==> src/nv_host_pkg.sv <==
// Purpose: constants for the host controller of a store/recall nonvolatile SRAM
// Assumes: 20 MHz clock, 50 ns period
// Notes:   times are kept in their printed units and converted to cycles here
package nv_host_pkg;
    localparam int CLK_PERIOD_PS = 50000;
    localparam int ADDR_W = 13;
    localparam int DATA_W = 8;
    // Unlock sequence addresses
    localparam logic [12:0] SEQ_A0 = 13'h0000;
    localparam logic [12:0] SEQ_A1 = 13'h1555;
    localparam logic [12:0] SEQ_A2 = 13'h0aaa;
    localparam logic [12:0] SEQ_A3 = 13'h1fff;
    localparam logic [12:0] SEQ_A4 = 13'h10f0;
    localparam logic [12:0] SEQ_STORE  = 13'h0f0f;
    localparam logic [12:0] SEQ_RECALL = 13'h0f0e;
    // Times in ns, except the store time in ms and the recall time in us
    localparam int ACCESS_NS          = 45;
    localparam int STORE_PULSE_NS     = 15;
    localparam int BUSY_REPORT_NS     = 300;
    localparam int INHIBIT_RELEASE_NS = 700;
    localparam int PERSIST_MS         = 10;
    localparam int RECALL_US          = 20;
    // Least times round up, a minimum of one cycle
    localparam int ACCESS_CYC       = (ACCESS_NS * 1000 + CLK_PERIOD_PS - 1) / CLK_PERIOD_PS;
    localparam int STORE_PULSE_CYC  = (STORE_PULSE_NS * 1000 + CLK_PERIOD_PS - 1) / CLK_PERIOD_PS;
    localparam int BUSY_REPORT_CYC  = (BUSY_REPORT_NS * 1000 + CLK_PERIOD_PS - 1) / CLK_PERIOD_PS;
    localparam int INHIBIT_REL_CYC  = (INHIBIT_RELEASE_NS * 1000 + CLK_PERIOD_PS - 1) / CLK_PERIOD_PS;
    // Divide first for the store time: its product in picoseconds would not fit in 32 bits
    localparam int PERSIST_CYC      = (PERSIST_MS * (1000000000 / CLK_PERIOD_PS)) + 1;
    localparam int RECALL_CYC       = (RECALL_US * 1000000 / CLK_PERIOD_PS) + 1;
    localparam int CNT_W = 20;
    typedef enum logic [1:0] {OP_READ, OP_WRITE, OP_STORE, OP_RECALL} op_t;
endpackage : nv_host_pkg

==> src/nv_host_ctrl.sv <==
// Purpose: host-side controller driving a nonvolatile SRAM through its pins
// Assumes: 20 MHz clock; one request at a time on the user port
// Notes:   reads, writes, software store/recall unlock, hardware store and power-fail busy
//
// How it works
// Unlock issues reads 0000,1555,0AAA,1FFF,10F0 then 0F0F store or 0F0E recall.
// Write strobe stays high over all six unlock reads.
// Device starts the cycle whatever the output-gate level; host keeps gate high.
// Sixth unlock read returns no data; host ignores the bus then.
// Device stores on busy-pin request only if written since last cycle.
// After hardware store, device blocks access until busy pin is high.
// Host keeps busy pin released through every write cycle.
// Write strobe low before select means outputs stay off; host drives data.
// Device lets an in-progress cycle finish at least 1 us before storing.
// Store lasts up to 10 ms; access waits 700 ns after busy releases.
// Host pulls busy pin low at least 15 ns to request a store.
// Device reports busy within 300 ns of the request.
// Power loss: device pulls busy pin low 1 us; host waits it out.
// Unwritten at power loss: device releases busy pin, no store.
// Host holds write strobe and busy pin high during reads.
// Any other access inside the unlock aborts it.
// Each unlock step is a chip-select controlled read.
// Recall clears then reloads the array; host waits the recall time.
// Select high and busy high puts the device in standby.
// Select low reads when strobe high, writes when low, 13-bit address.
// Device tracks a modified flag; host mirrors it for information.
`timescale 1ns/1ps
`default_nettype none
module nv_host_ctrl
    import nv_host_pkg::*;
#(
    parameter int PERSIST_CYCLES = PERSIST_CYC,
    parameter int RECALL_CYCLES  = RECALL_CYC
) (
    input  wire logic              clk,
    input  wire logic              srst,
    input  wire logic              req_valid,
    input  wire op_t               req_op,
    input  wire logic [ADDR_W-1:0] req_addr,
    input  wire logic [DATA_W-1:0] req_wdata,
    output logic                   req_ready,
    output var  logic              rsp_valid,
    output var  logic [DATA_W-1:0] rsp_rdata,
    output var  logic              modified,
    output var  logic              busy_seen,
    output var  logic              chip_sel_n,
    output var  logic              write_str_n,
    output var  logic              out_gate_n,
    output var  logic [ADDR_W-1:0] word_select_lines,
    input  wire logic [DATA_W-1:0] byte_lines_in,
    output var  logic [DATA_W-1:0] byte_lines_out,
    output var  logic              byte_lines_oe,
    input  wire logic              store_busy_pin_n_in,
    output var  logic              store_busy_pin_n_out,
    output var  logic              store_busy_pin_n_oe
);
    typedef enum {ST_IDLE, ST_ACCESS, ST_GAP, ST_HW_PULL, ST_WAIT_BUSY, ST_WAIT_DONE,
                  ST_RECOVER, ST_NV_WAIT} state_t;

    state_t              state;
    logic [CNT_W-1:0]    cnt;
    logic [2:0]          step;
    op_t                 op;
    logic [ADDR_W-1:0]   addr;
    logic [DATA_W-1:0]   wdata;
    logic                busy_sync;
    logic [DATA_W-1:0]   data_sync;
    logic [DATA_W-1:0]   data_meta;

    nv_sync2 #(.RESET_VAL(1'b1)) u_busy_sync (
        .clk  (clk),
        .srst (srst),
        .d    (store_busy_pin_n_in),
        .q    (busy_sync)
    );

    // Data bus is sampled late in the access, but still passes two flops
    always_ff @(posedge clk) begin
        if (srst) begin
            data_meta <= 8'h00;
            data_sync <= 8'h00;
        end else begin
            data_meta <= byte_lines_in;
            data_sync <= data_meta;
        end
    end

    // Nothing new is accepted while the device signals busy or recovers
    assign req_ready = (state == ST_IDLE) && busy_sync;

    function automatic logic [ADDR_W-1:0] seq_addr(input logic [2:0] s, input op_t o);
        unique case (s)
            3'd0:    seq_addr = SEQ_A0;
            3'd1:    seq_addr = SEQ_A1;
            3'd2:    seq_addr = SEQ_A2;
            3'd3:    seq_addr = SEQ_A3;
            3'd4:    seq_addr = SEQ_A4;
            default: seq_addr = (o == OP_STORE) ? SEQ_STORE : SEQ_RECALL;
        endcase
    endfunction : seq_addr

    always_ff @(posedge clk) begin
        if (srst) begin
            state <= ST_IDLE;
            cnt   <= '0;
            step  <= 3'd0;
            op    <= OP_READ;
            addr  <= '0;
            wdata <= '0;
        end else begin
            unique case (state)
                ST_IDLE: begin
                    if (!busy_sync) begin
                        // Power-fail busy from the device: wait until it lets go
                        state <= ST_WAIT_DONE;
                        cnt   <= '0;
                    end else if (req_valid) begin
                        op    <= req_op;
                        addr  <= req_addr;
                        wdata <= req_wdata;
                        step  <= 3'd0;
                        cnt   <= '0;
                        if (req_op == OP_STORE && req_addr[0]) begin
                            // Low address bit selects the hardware pin request
                            state <= ST_HW_PULL;
                        end else begin
                            state <= ST_ACCESS;
                        end
                    end
                end
                ST_ACCESS: begin
                    if (cnt == CNT_W'(ACCESS_CYC + 2)) begin
                        cnt   <= '0;
                        state <= ST_GAP;
                    end else begin
                        cnt <= cnt + 1'b1;
                    end
                end
                ST_GAP: begin
                    // Select goes high between steps so each step is select-clocked
                    if (op == OP_STORE || op == OP_RECALL) begin
                        if (step == 3'd5) begin
                            state <= ST_NV_WAIT;
                            cnt   <= '0;
                        end else begin
                            step  <= step + 1'b1; // no other access interleaves
                            state <= ST_ACCESS;
                        end
                    end else begin
                        state <= ST_IDLE;
                    end
                end
                ST_HW_PULL: begin
                    if (cnt == CNT_W'(STORE_PULSE_CYC)) begin
                        cnt   <= '0;
                        state <= ST_WAIT_BUSY;
                    end else begin
                        cnt <= cnt + 1'b1;
                    end
                end
                ST_WAIT_BUSY: begin
                    // No busy within the report window means the store was skipped
                    if (!busy_sync) begin
                        cnt   <= '0;
                        state <= ST_WAIT_DONE;
                    end else if (cnt == CNT_W'(BUSY_REPORT_CYC + 2)) begin
                        cnt   <= '0;
                        state <= ST_RECOVER;
                    end else begin
                        cnt <= cnt + 1'b1;
                    end
                end
                ST_WAIT_DONE: begin
                    if (busy_sync) begin
                        cnt   <= '0;
                        state <= ST_RECOVER;
                    end else if (cnt != CNT_W'(PERSIST_CYCLES)) begin
                        cnt <= cnt + 1'b1;
                    end
                end
                ST_RECOVER: begin
                    if (cnt == CNT_W'(INHIBIT_REL_CYC)) begin
                        state <= ST_IDLE;
                    end else begin
                        cnt <= cnt + 1'b1;
                    end
                end
                ST_NV_WAIT: begin
                    if ((op == OP_STORE && cnt == CNT_W'(PERSIST_CYCLES)) ||
                        (op == OP_RECALL && cnt == CNT_W'(RECALL_CYCLES))) begin
                        state <= ST_IDLE;
                    end else begin
                        cnt <= cnt + 1'b1;
                    end
                end
                default: state <= ST_IDLE;
            endcase
        end
    end

    // Pin drive, all from flops
    always_ff @(posedge clk) begin
        if (srst) begin
            chip_sel_n        <= 1'b1;
            write_str_n       <= 1'b1;
            out_gate_n        <= 1'b1;
            word_select_lines <= '0;
            byte_lines_out    <= '0;
            byte_lines_oe     <= 1'b0;
        end else begin
            chip_sel_n    <= 1'b1;
            write_str_n   <= 1'b1;
            out_gate_n    <= 1'b1;
            byte_lines_oe <= 1'b0;
            if (state == ST_ACCESS) begin
                chip_sel_n <= 1'b0;
                if (op == OP_WRITE) begin
                    // Strobe and data go down with select so the device never drives
                    write_str_n       <= (cnt == CNT_W'(ACCESS_CYC + 2));
                    byte_lines_oe     <= 1'b1;
                    byte_lines_out    <= wdata;
                    word_select_lines <= addr;
                end else if (op == OP_READ) begin
                    out_gate_n        <= 1'b0;
                    word_select_lines <= addr;
                end else begin
                    // Gate kept high: the unlock does not need read data
                    word_select_lines <= seq_addr(step, op);
                end
            end
        end
    end

    assign store_busy_pin_n_out = 1'b0;

    always_ff @(posedge clk) begin
        if (srst) begin
            store_busy_pin_n_oe <= 1'b0;
        end else begin
            store_busy_pin_n_oe <= (state == ST_HW_PULL);
        end
    end

    always_ff @(posedge clk) begin
        if (srst) begin
            rsp_valid <= 1'b0;
            rsp_rdata <= '0;
        end else begin
            rsp_valid <= 1'b0;
            if (state == ST_GAP && op == OP_READ) begin
                rsp_valid <= 1'b1;
                rsp_rdata <= data_sync;
            end else if (state != ST_IDLE && state != ST_ACCESS && state != ST_GAP &&
                         state != ST_HW_PULL && state != ST_WAIT_BUSY) begin
                rsp_valid <= (state == ST_RECOVER && cnt == CNT_W'(INHIBIT_REL_CYC)) ||
                             (state == ST_NV_WAIT &&
                              ((op == OP_STORE && cnt == CNT_W'(PERSIST_CYCLES)) ||
                               (op == OP_RECALL && cnt == CNT_W'(RECALL_CYCLES))));
            end
        end
    end

    always_ff @(posedge clk) begin
        if (srst) begin
            modified  <= 1'b0;
            busy_seen <= 1'b0;
        end else begin
            busy_seen <= !busy_sync;
            if (state == ST_GAP && op == OP_WRITE) begin
                modified <= 1'b1;
            end else if (state == ST_RECOVER || state == ST_NV_WAIT) begin
                modified <= 1'b0;
            end
        end
    end
endmodule : nv_host_ctrl
`default_nettype wire

==> src/nv_sync2.sv <==
// Purpose: two-flop synchroniser for pin inputs
// Assumes: single-bit level input from outside the clock domain
// Notes:   first stage feeds only the second
`timescale 1ns/1ps
`default_nettype none
module nv_sync2 #(
    parameter logic RESET_VAL = 1'b1
) (
    input  wire logic clk,
    input  wire logic srst,
    input  wire logic d,
    output var  logic q
);
    logic meta;

    always_ff @(posedge clk) begin
        if (srst) begin
            meta <= RESET_VAL;
            q    <= RESET_VAL;
        end else begin
            meta <= d;
            q    <= meta;
        end
    end
endmodule : nv_sync2
`default_nettype wire

==> config.mk <==
export PLATFORM = sky130hd
export DESIGN_NAME = nv_host_ctrl
export DESIGN_NICKNAME = d
export VERILOG_FILES = /design/src/nv_host_pkg.sv /design/src/nv_host_ctrl.sv /design/src/nv_sync2.sv
export SDC_FILE = /design/constraint.sdc
export NUM_CORES = 1
export LEC_CHECK = 0
export BUFFER_PORTS_ARGS = -buffer_cell sky130_fd_sc_hd__clkbuf_2
export CORE_ASPECT_RATIO = 0.5
export CORE_MARGIN = 2
export CORE_UTILIZATION = 57
export DETAILED_ROUTE_END_ITERATION = 10
export PLACE_DENSITY = 0.78
export SETUP_SLACK_MARGIN = 0.5
export SLEW_MARGIN = 20
export SYNTH_ARGS = -nofsm -noshare
export SYNTH_HDL_FRONTEND = slang
export SYNTH_SLANG_ARGS = --single-unit
==> constraint.sdc <==
create_clock -name clk -period 7.4 [get_ports clk]
set_clock_uncertainty 0.2 [all_clocks]
set_input_delay 0.37 -clock clk [delete_from_list [all_inputs] [get_ports clk]]
set_output_delay 0.37 -clock clk [all_outputs]
set_load 0.005 [all_outputs]
==> results.cfg, run 1 <==
[critical_path]
crit_path_max_fanout = 30
worst_ep_required_time_ns = 7.49
setup.worst_path.end = cnt[0]$_SDFFE_PP0P_
critical_path_buf_inv_count = 0
timing.critical_path.slowest_stage_cell = dfxtp_1
regToRegStartpoint = op[1]$_SDFFE_PP0P_
critical_path_class = reg2reg
ff2ff_path_depth = 6
timing.critical_path.slowest_cell_delay_ns = 0.94
start_kind = register
crit_chain = nand3_1, a22oi_1, o31ai_1, a211oi_2, and2_1, mux2_2
top_delay_family_on_crit_path = compound AO/OA/AOI/OAI gates
total_number_of_cells_along_the_worst_setup_path = 6
timing.critical_path.to_type = register
startpoint = op[1]$_SDFFE_PP0P_
crit-reg2reg-capture = cnt[0]$_SDFFE_PP0P_
critical_path_arrival_ns = 3.08
reg2reg_setup_slack_ns = 4.41

[detailed_routing]
drt-vias-per-instance = 5.71
drt-pass1-iter-count = 5
avgRoutedWirePerCell_um = 14.9
drt_total_wl_um = 10600
vias = 4075
drc = 0
drtAntennaViolNets = 0
detailedRoute.firstIterationViolations = 300

[sta]
worst_slew_margin_rel_pct = 33.9
final-setup-viol-count = 0
period_needed_ns = 2.99
slew_violations = 0
unrepaired_setup_endpoints_after_global_routing = no
worst_slew_pin_tran_ns = 0.991
timing_hold_violations_final = 0
min_period_over_period_pct = 40.4
fmax_ghz = 0.334
timing.setup.tns_ns = 0
timing.hold.ws_ns = 0.0213

[logic_synthesis]
synth_async_sr_flop_share_pct = 0
syn-cell-area_um2 = 4570
synthCells = 548
post_synth.cell_area_avg_um2 = 8.34
yosysSeqAreaShare_pct = 45.6
syn-num-nets = 592
post_synth_num_cell_types = 58
synth.top_cells.by_area = dfxtp_1 46%, nand2_1 8.5%, a21oi_1 6.6%
synth-seq-cells = 104
yosysTopAreaCellShare_pct = 45.6
leading_register_cell_type_out_of_synthesis = dfxtp_1
yosysWarnings = 0
synth_enable_flop_cells = 0
netlist.top_cell.by_area = dfxtp_1

[clocking]
ctsResizeCount = 0
cts-root-buf = clkbuf_16
sink_count_of_the_clock_tree = 104
cts_post_setup_buffers_inserted = 0
path_clk_slew_ns = 0.07
htree_num_levels = 3
hold_buffer_count_at_cts = 0
number_of_buffers_inserted_during_clock_tree_synthesis = 9
tritoncts_clock_tree = built
clockBufferDepth = 2
clock_latency_ns = 0.35

[die]
count_of_standard_cell_rows = 23
start_util_pct = 58.0
io_pins = 74
die_w_um = 131
floorplan.die_area_um2 = 8790
core_region_area_um2 = 7890
chipHeight_um = 67.3

[power]
switching_share_of_power_pct = 35.6
leakagePower_nw = 2.05
share_seq_of_total_power_pct = 40.9
vdd.ir_drop.worst_mv = 0.161
p_clk_share_pct = 29.3
switching_power_w = 0.000594
power_frac_comb_pct = 29.8
power_density_nw_per_um2 = 319
cellInternalPower_w = 0.00108
totalPowerFinal_w = 0.00167

[global_routing]
overflow = 0
number_of_global_route_vias_before_repair = 3544
grt_start_max_net_pins = 88
track_usage_pct = 25.4
grt_antenna_before_repair = 0
grt_pass1_wl_um = 17100

[cells_and_area]
layout_common_cells = 104 x nand2_1, 104 x dfxtp_1, 72 x clkbuf_2
number_of_antenna_diodes = 0
num-nets-final = 641
area_added_between_synthesis_and_finish_pct = 14.6
post_route_cells_drive_above_1_share_pct = 17.3

[placed_design]
port-buffer-count = 72
dpl_wire_length_um = 7130
gp_routability_congestion = 0.857

[run]
cap_viol_max_count = 0

[status]
outcome = finished, final reports clean

[min_path]
hp-class = in2reg
==> worst register-to-register path: stages, from the launching register on <==
cell      delay [ns]
dfxtp_1         0.94
nand3_1         0.15
a22oi_1         0.23
o31ai_1         0.13
a211oi_2        0.64
and2_1          0.42
mux2_2          0.21
==> power groups by stage <==
stage               Combinational, W  Sequential, W  Clock (W)
floorplan                   0.000407       0.000661          0
global placement            0.000483       0.000692          0
detailed placement          0.000492       0.000694          0
CTS                         0.000495       0.000682   0.000497
global route                0.000556       0.000692   0.000518
finish                      0.000498       0.000684   0.000489
==> logic make-up after synthesis <==
family | share of synthesized area (%)
and+or+nand+nor | 26.9
AOI/OAI and AO/OA | 19.5
DFF | 45.6
buffers and inverters | 4.90
adders and majority gates | 2.46
muxes | 0.465
other | 0.0820
xor gates and xnor gates | 0.192
==> cell type report <==
class	instances	area, um2
fill	680	2650
multi-input combinational	391	2260
sequential	104	2080
timing repair buffer	76	390
clock buffer	12	246
tap	112	140
clock inverter	4	58.8
inverter	15	56.3
==> metal layers <==
| metal | part of all wire (%) | track usage (%) |
|---|---|---|
| met2 | 46 | 41.3 |
| met4 | 0.80 | 7.18 |
| met5 | 0 | 0 |
| met3 | 6.2 | 7.77 |
| met1 | 47 | 33.1 |
==> Yosys cell counts (2+ instances only) <==
| master | n |
|---|---|
| nand2_1 | 104 |
| and2_1 | 5 |
| o211ai_1 | 7 |
| o31ai_1 | 3 |
| nand4_1 | 7 |
| o21ai_0 | 19 |
| buf_4 | 2 |
| inv_1 | 15 |
| a22o_1 | 15 |
| and4_1 | 6 |
| a21oi_1 | 60 |
| nand3_1 | 25 |
| buf_2 | 8 |
| or3_1 | 2 |
| o22ai_1 | 3 |
| nor2b_1 | 18 |
| and4bb_1 | 3 |
| and3_1 | 8 |
| clkbuf_1 | 24 |
| dfxtp_1 | 104 |
| ha_1 | 9 |
| nand2b_1 | 9 |
| nor3_1 | 11 |
| a22oi_1 | 7 |
| nor2_1 | 28 |
| o2111ai_1 | 2 |
| buf_1 | 3 |
| a31oi_1 | 8 |
| a211oi_1 | 2 |
| or2_2 | 3 |
==> stage by stage <==
stage	util (%)	setup slack, ns	area, um2	cells
global placement	62.6	4.54	4930	698
CTS	66.4	4.46	5240	714
global route	66.4	4.19	5240	714
floorplan	-	5.01	4570	548
finish	66.4	4.41	5240	714
detailed placement	62.6	4.47	4930	698
==> sequential cells by signal, indices dropped and copies added, names as in the netlist, 8 cells and up <==
register / flops
addr: 13
wdata: 8
word_select_lines: 13
data_meta: 8
data_sync: 8
cnt: 20
rsp_rdata: 8
byte_lines_out: 8
==> how the worst min path moves through the flow <==
stage	slack, ns	cells after the start	to	start
2_1_floorplan	0.19	1	u_busy_sync.q$_SDFF_PP1_	u_busy_sync.meta$_SDFF_PP1_
3_3_place_gp	0.20	1	u_busy_sync.q$_SDFF_PP1_	u_busy_sync.meta$_SDFF_PP1_
3_5_place_dp	0.20	1	u_busy_sync.q$_SDFF_PP1_	u_busy_sync.meta$_SDFF_PP1_
4_1_cts	0.02	2	u_busy_sync.meta$_SDFF_PP1_	store_busy_pin_n_in
5_1_grt	0.03	2	u_busy_sync.meta$_SDFF_PP1_	store_busy_pin_n_in
6_report	0.02	2	u_busy_sync.meta$_SDFF_PP1_	store_busy_pin_n_in
Power figures use the tool's default switching activity.
==> run 2: changes to the inputs <==
--- a/config.mk
+++ b/config.mk
@@ -8,9 +8,9 @@
 export BUFFER_PORTS_ARGS = -buffer_cell sky130_fd_sc_hd__clkbuf_2
 export CORE_ASPECT_RATIO = 0.5
 export CORE_MARGIN = 2
-export CORE_UTILIZATION = 57
+export CORE_UTILIZATION = 51
 export DETAILED_ROUTE_END_ITERATION = 10
-export PLACE_DENSITY = 0.78
+export PLACE_DENSITY = 0.74
 export SETUP_SLACK_MARGIN = 0.5
 export SLEW_MARGIN = 20
 export SYNTH_ARGS = -nofsm -noshare
==> constraint.sdc (replaced) <==
create_clock -name clk -period 2.7 [get_ports clk]
set_clock_uncertainty 0.2 [all_clocks]
set_input_delay 0.135 -clock clk [delete_from_list [all_inputs] [get_ports clk]]
set_output_delay 0.135 -clock clk [all_outputs]
set_load 0.005 [all_outputs]
==> results.cfg, run 2 (synthesized netlist as in run 1, its figures left out) <==
[clocking]
sink_count_of_the_clock_tree = 104
path_clk_slew_ns = 0.07
htree_num_levels = 3
clock_latency_ns = 0.35
number_of_buffers_inserted_during_clock_tree_synthesis = 9
tritoncts_clock_tree = built
clockBufferDepth = 2
cts-root-buf = clkbuf_16

[detailed_routing]
drt_total_wl_um = 11800
drt-vias-per-instance = 5.56
avgRoutedWirePerCell_um = 15.3
drc = 0
detailedRoute.firstIterationViolations = 364
drt-pass1-iter-count = 5
vias = 4288
drtAntennaViolNets = 0

[die]
chipHeight_um = 70.9
start_util_pct = 52.5
core_region_area_um2 = 8710
floorplan.die_area_um2 = 9780
count_of_standard_cell_rows = 24
die_w_um = 138
io_pins = 74

[cells_and_area]
area_added_between_synthesis_and_finish_pct = 30.1
post_route_cells_drive_above_1_share_pct = 26.1
layout_common_cells = 102 x nand2_1, 88 x dfxtp_1, 72 x clkbuf_2
largest_reg_flops = 20
number_of_antenna_diodes = 0
layout.cells.most_common = nand2_1
regMostFlops = cnt
num-nets-final = 693
largestRegisters = cnt: 20 flops, addr: 13 flops, word_select_lines: 13 flops

[sta]
fmax_ghz = 0.426
final-setup-viol-count = 0
worst_slew_pin_tran_ns = 0.802
min_period_over_period_pct = 87.0
timing.setup.tns_ns = 0
slew_violations = 0
worst_slew_margin_rel_pct = 46.5
period_needed_ns = 2.35
timing_hold_violations_final = 0
unrepaired_setup_endpoints_after_global_routing = yes
timing.hold.ws_ns = 0.0148

[placed_design]
port-buffer-count = 72
gp_routability_congestion = 0.876
dpl_wire_length_um = 7460

[critical_path]
critical_path_arrival_ns = 2.39
ff2ff_path_depth = 7
critical_path_class = reg2reg
timing.critical_path.to_type = register
worst_ep_required_time_ns = 2.75
start_kind = register
crit_path_max_fanout = 8

[global_routing]
grt_antenna_before_repair = 0
grt_start_max_net_pins = 62
overflow = 0
track_usage_pct = 24.4
grt_pass1_wl_um = 18600
number_of_global_route_vias_before_repair = 3898

[power]
vdd.ir_drop.worst_mv = 0.476
power_density_nw_per_um2 = 836
leakagePower_nw = 2.35

[min_path]
hp-class = in2reg
min_path_cells = 4

[status]
outcome = finished, final reports clean

[run]
cap_viol_max_count = 0
==> run 2: what timing repair did <==
item | CTS | global route
resized for setup | 31 | 27
hold buffers | 32 | 0
buffers inserted | 7 | 1
hold endpoints to repair | 32 | 0
cloned | 0 | 1
pin swaps | 10 | 9
endpoints found under the setup margin | 23 | 38
==> run 2: critical path: stages, from the launching register on <==
cell and delay (ns):
dfxtp_2 0.35, nor4_4 0.39, and4_4 0.32, a31o_4 0.21, a31oi_2 0.16, buf_4 0.21, a22o_1 0.18, a22o_1 0.23
==> run 2: worst paths after layout <==
check | start | endpoint | slack [ns]
worst max-delay path | cnt[17]$_SDFFE_PP0P_ | cnt[14]$_SDFFE_PP0P_ | 0.35
worst min-delay path | req_valid | wdata[1]$_SDFFE_PP0P_ | 0.01
worst max register to register | cnt[17]$_SDFFE_PP0P_ | cnt[14]$_SDFFE_PP0P_ | 0.35
worst min register to register | u_busy_sync.meta$_SDFF_PP1_ | u_busy_sync.q$_SDFF_PP1_ | 0.21
==> run 2: layout make-up <==
class	count	area [um2]
Tap cell	117	146
Fill cell	691	2760
Clock buffer	10	239
Timing Repair Buffer	128	883
Sequential cell	104	2110
Clock inverter	6	72.6
Multi-Input combinational cell	391	2440
Inverter	15	58.8
==> run 2: stage by stage <==
step                std cells  util [%]  power [W]  setup WS, ns  area (um2)
global placement          714      58.1    0.00335         0.305        5060
finish                    771      68.3    0.00497         0.351        5950
detailed placement        714      58.1    0.00336         0.270        5060
CTS                       769      67.1    0.00487         0.411        5850
global route              771      68.3    0.00525         0.296        5950
floorplan                 548         -    0.00293         0.432        4610
==> run 2: per-layer routing <==
layer  GRT usage, %  vias to the layer above  routed length (um)
li1               -                     2118                   -
met1           32.1                     1997                5340
met2           39.0                      145                5440
met3           6.09                       28                 738
met4           9.52                        0                 281
met5              0                        -                   0
==> run 2: where the power goes <==
| group | leakage, nW | internal (W) | switching (W) |
|---|---|---|---|
| Combinational | 1.34 | 0.000742 | 0.000989 |
| Sequential | 0.854 | 0.00171 | 0.000163 |
| Clock | 0.156 | 0.000760 | 0.000611 |
==> run 3: changes to the inputs <==
--- a/config.mk
+++ b/config.mk
@@ -10,7 +10,7 @@
 export CORE_MARGIN = 2
 export CORE_UTILIZATION = 51
 export DETAILED_ROUTE_END_ITERATION = 10
-export PLACE_DENSITY = 0.74
+export PLACE_DENSITY = 0.73
 export SETUP_SLACK_MARGIN = 0.5
 export SLEW_MARGIN = 20
 export SYNTH_ARGS = -nofsm -noshare
==> results.cfg, run 3 (synthesized netlist as in run 1, its figures left out) <==
[critical_path]
reg2reg_setup_slack_ns = 0.35
start_kind = register
critical_path_arrival_ns = 2.39
crit_chain = nor3_1, nand2_2, o31ai_4, a31oi_2, buf_6, a22o_1, a22o_1
timing.critical_path.to_type = register
critical_path_class = reg2reg
timing.critical_path.slowest_stage_cell = o31ai_4
worst_ep_required_time_ns = 2.74
critical_path.most_common_cell = a22o_1
crit_path_max_fanout = 11
ff2ff_path_depth = 7
timing.critical_path.slowest_cell_delay_ns = 0.38

[placed_design]
port-buffer-count = 72
gp_routability_congestion = 0.854
dpl_wire_length_um = 7580

[sta]
min_period_over_period_pct = 87.0
period_needed_ns = 2.35
final-setup-viol-count = 0
timing.setup.tns_ns = 0
timing_hold_violations_final = 0
worst_slew_pin_tran_ns = 0.761
unrepaired_setup_endpoints_after_global_routing = yes
fmax_ghz = 0.426
worst_slew_margin_rel_pct = 49.2
timing.hold.ws_ns = 0.0811
slew_violations = 0

[clocking]
tritoncts_clock_tree = built
clockBufferDepth = 2
number_of_buffers_inserted_during_clock_tree_synthesis = 9
htree_num_levels = 3
clock_latency_ns = 0.35
path_clk_slew_ns = 0.07
cts-root-buf = clkbuf_16
sink_count_of_the_clock_tree = 104

[global_routing]
number_of_global_route_vias_before_repair = 4056
track_usage_pct = 25.2
grt_start_max_net_pins = 53
grt_pass1_wl_um = 19500
grt_antenna_before_repair = 0
overflow = 0

[min_path]
min_path_cells = 4
hp-class = in2reg

[cells_and_area]
largestRegisters = cnt: 20 flops, addr: 13 flops, word_select_lines: 13 flops
largest_reg_flops = 20
post_route_cells_drive_above_1_share_pct = 27.5
fill_cell_instance_count_of_the_final_layout = 695
layout.cells.most_common = nand2_1
num-nets-final = 701
layout_common_cells = 102 x nand2_1, 90 x dfxtp_1, 72 x clkbuf_2
number_of_antenna_diodes = 0
regMostFlops = cnt
area_added_between_synthesis_and_finish_pct = 32.6

[die]
die_w_um = 138
io_pins = 74
chipHeight_um = 70.9
floorplan.die_area_um2 = 9780
core_region_area_um2 = 8710
count_of_standard_cell_rows = 24
start_util_pct = 52.5

[run]
cap_viol_max_count = 0

[power]
leakagePower_nw = 2.40
vdd.ir_drop.worst_mv = 0.495
power_density_nw_per_um2 = 845

[detailed_routing]
drc = 0
avgRoutedWirePerCell_um = 15.9
drt-pass1-iter-count = 4
drtAntennaViolNets = 0
vias = 4319
detailedRoute.firstIterationViolations = 340
drt-vias-per-instance = 5.54
drt_total_wl_um = 12400

[status]
outcome = finished, final reports clean
[run 3: repair_timing]
item | 4_1_cts | 5_1_grt
cloned | 0 | 1
setup buffers | 7 | 7
hold endpoints to repair | 37 | 0
endpoints found under the setup margin | 23 | 28
resized for setup | 35 | 30
pin swaps | 9 | 18
hold buffers | 33 | 0
[run 3: through the flow]
step	instances	setup slack [ns]	cell area (um2)	util [%]	total power [W]
after CTS	771	0.362	5900	67.7	0.00493
final	779	0.350	6060	69.6	0.00512
after global placement	715	0.298	5080	58.3	0.00335
after floorplan	548	0.432	4610	-	0.00293
after detailed placement	715	0.232	5080	58.3	0.00339
after global routing	779	0.302	6060	69.6	0.00542
[run 3: worst paths after layout]
kind / start / endpoint
worst max register to register: cnt[4]$_SDFFE_PP0P_ / cnt[5]$_SDFFE_PP0P_
worst min-delay path: req_valid / wdata[1]$_SDFFE_PP0P_
worst max-delay path: cnt[4]$_SDFFE_PP0P_ / cnt[5]$_SDFFE_PP0P_
worst min register to register: data_sync[5]$_SDFF_PP0_ / rsp_rdata[5]$_SDFFE_PP0P_
[run 3: final cells by class]
class	instances	area [um2]	share of cell area, %
Multi-Input combinational cell	391	2480	40.9
Sequential cell	104	2100	34.7
Timing Repair Buffer	136	945	15.6
Clock buffer	9	225	3.72
Tap cell	117	146	2.42
Clock inverter	7	100	1.65
Inverter	15	58.8	0.970
[run 3: report_power, final]
part	switching [W]	internal, W
Clock	0.000624	0.000748
Sequential	0.000165	0.00170
Combinational	0.00107	0.000809
Total	0.00186	0.00326
[run 3: worst max-delay path: cells and delay by family, from the launching register on]
family,cells,cell delay [ns]
buffers and inverters,1,0.18
AND/OR/NAND/NOR,2,0.53
flip-flops,1,0.37
AO/OA/AOI/OAI,4,0.96
[run 3: routing by layer]
metal | track usage (%) | wire [um]
met5 | 0 | 0
met4 | 8.50 | 253
met3 | 6.09 | 627
met2 | 41.8 | 5990
met1 | 32.5 | 5520
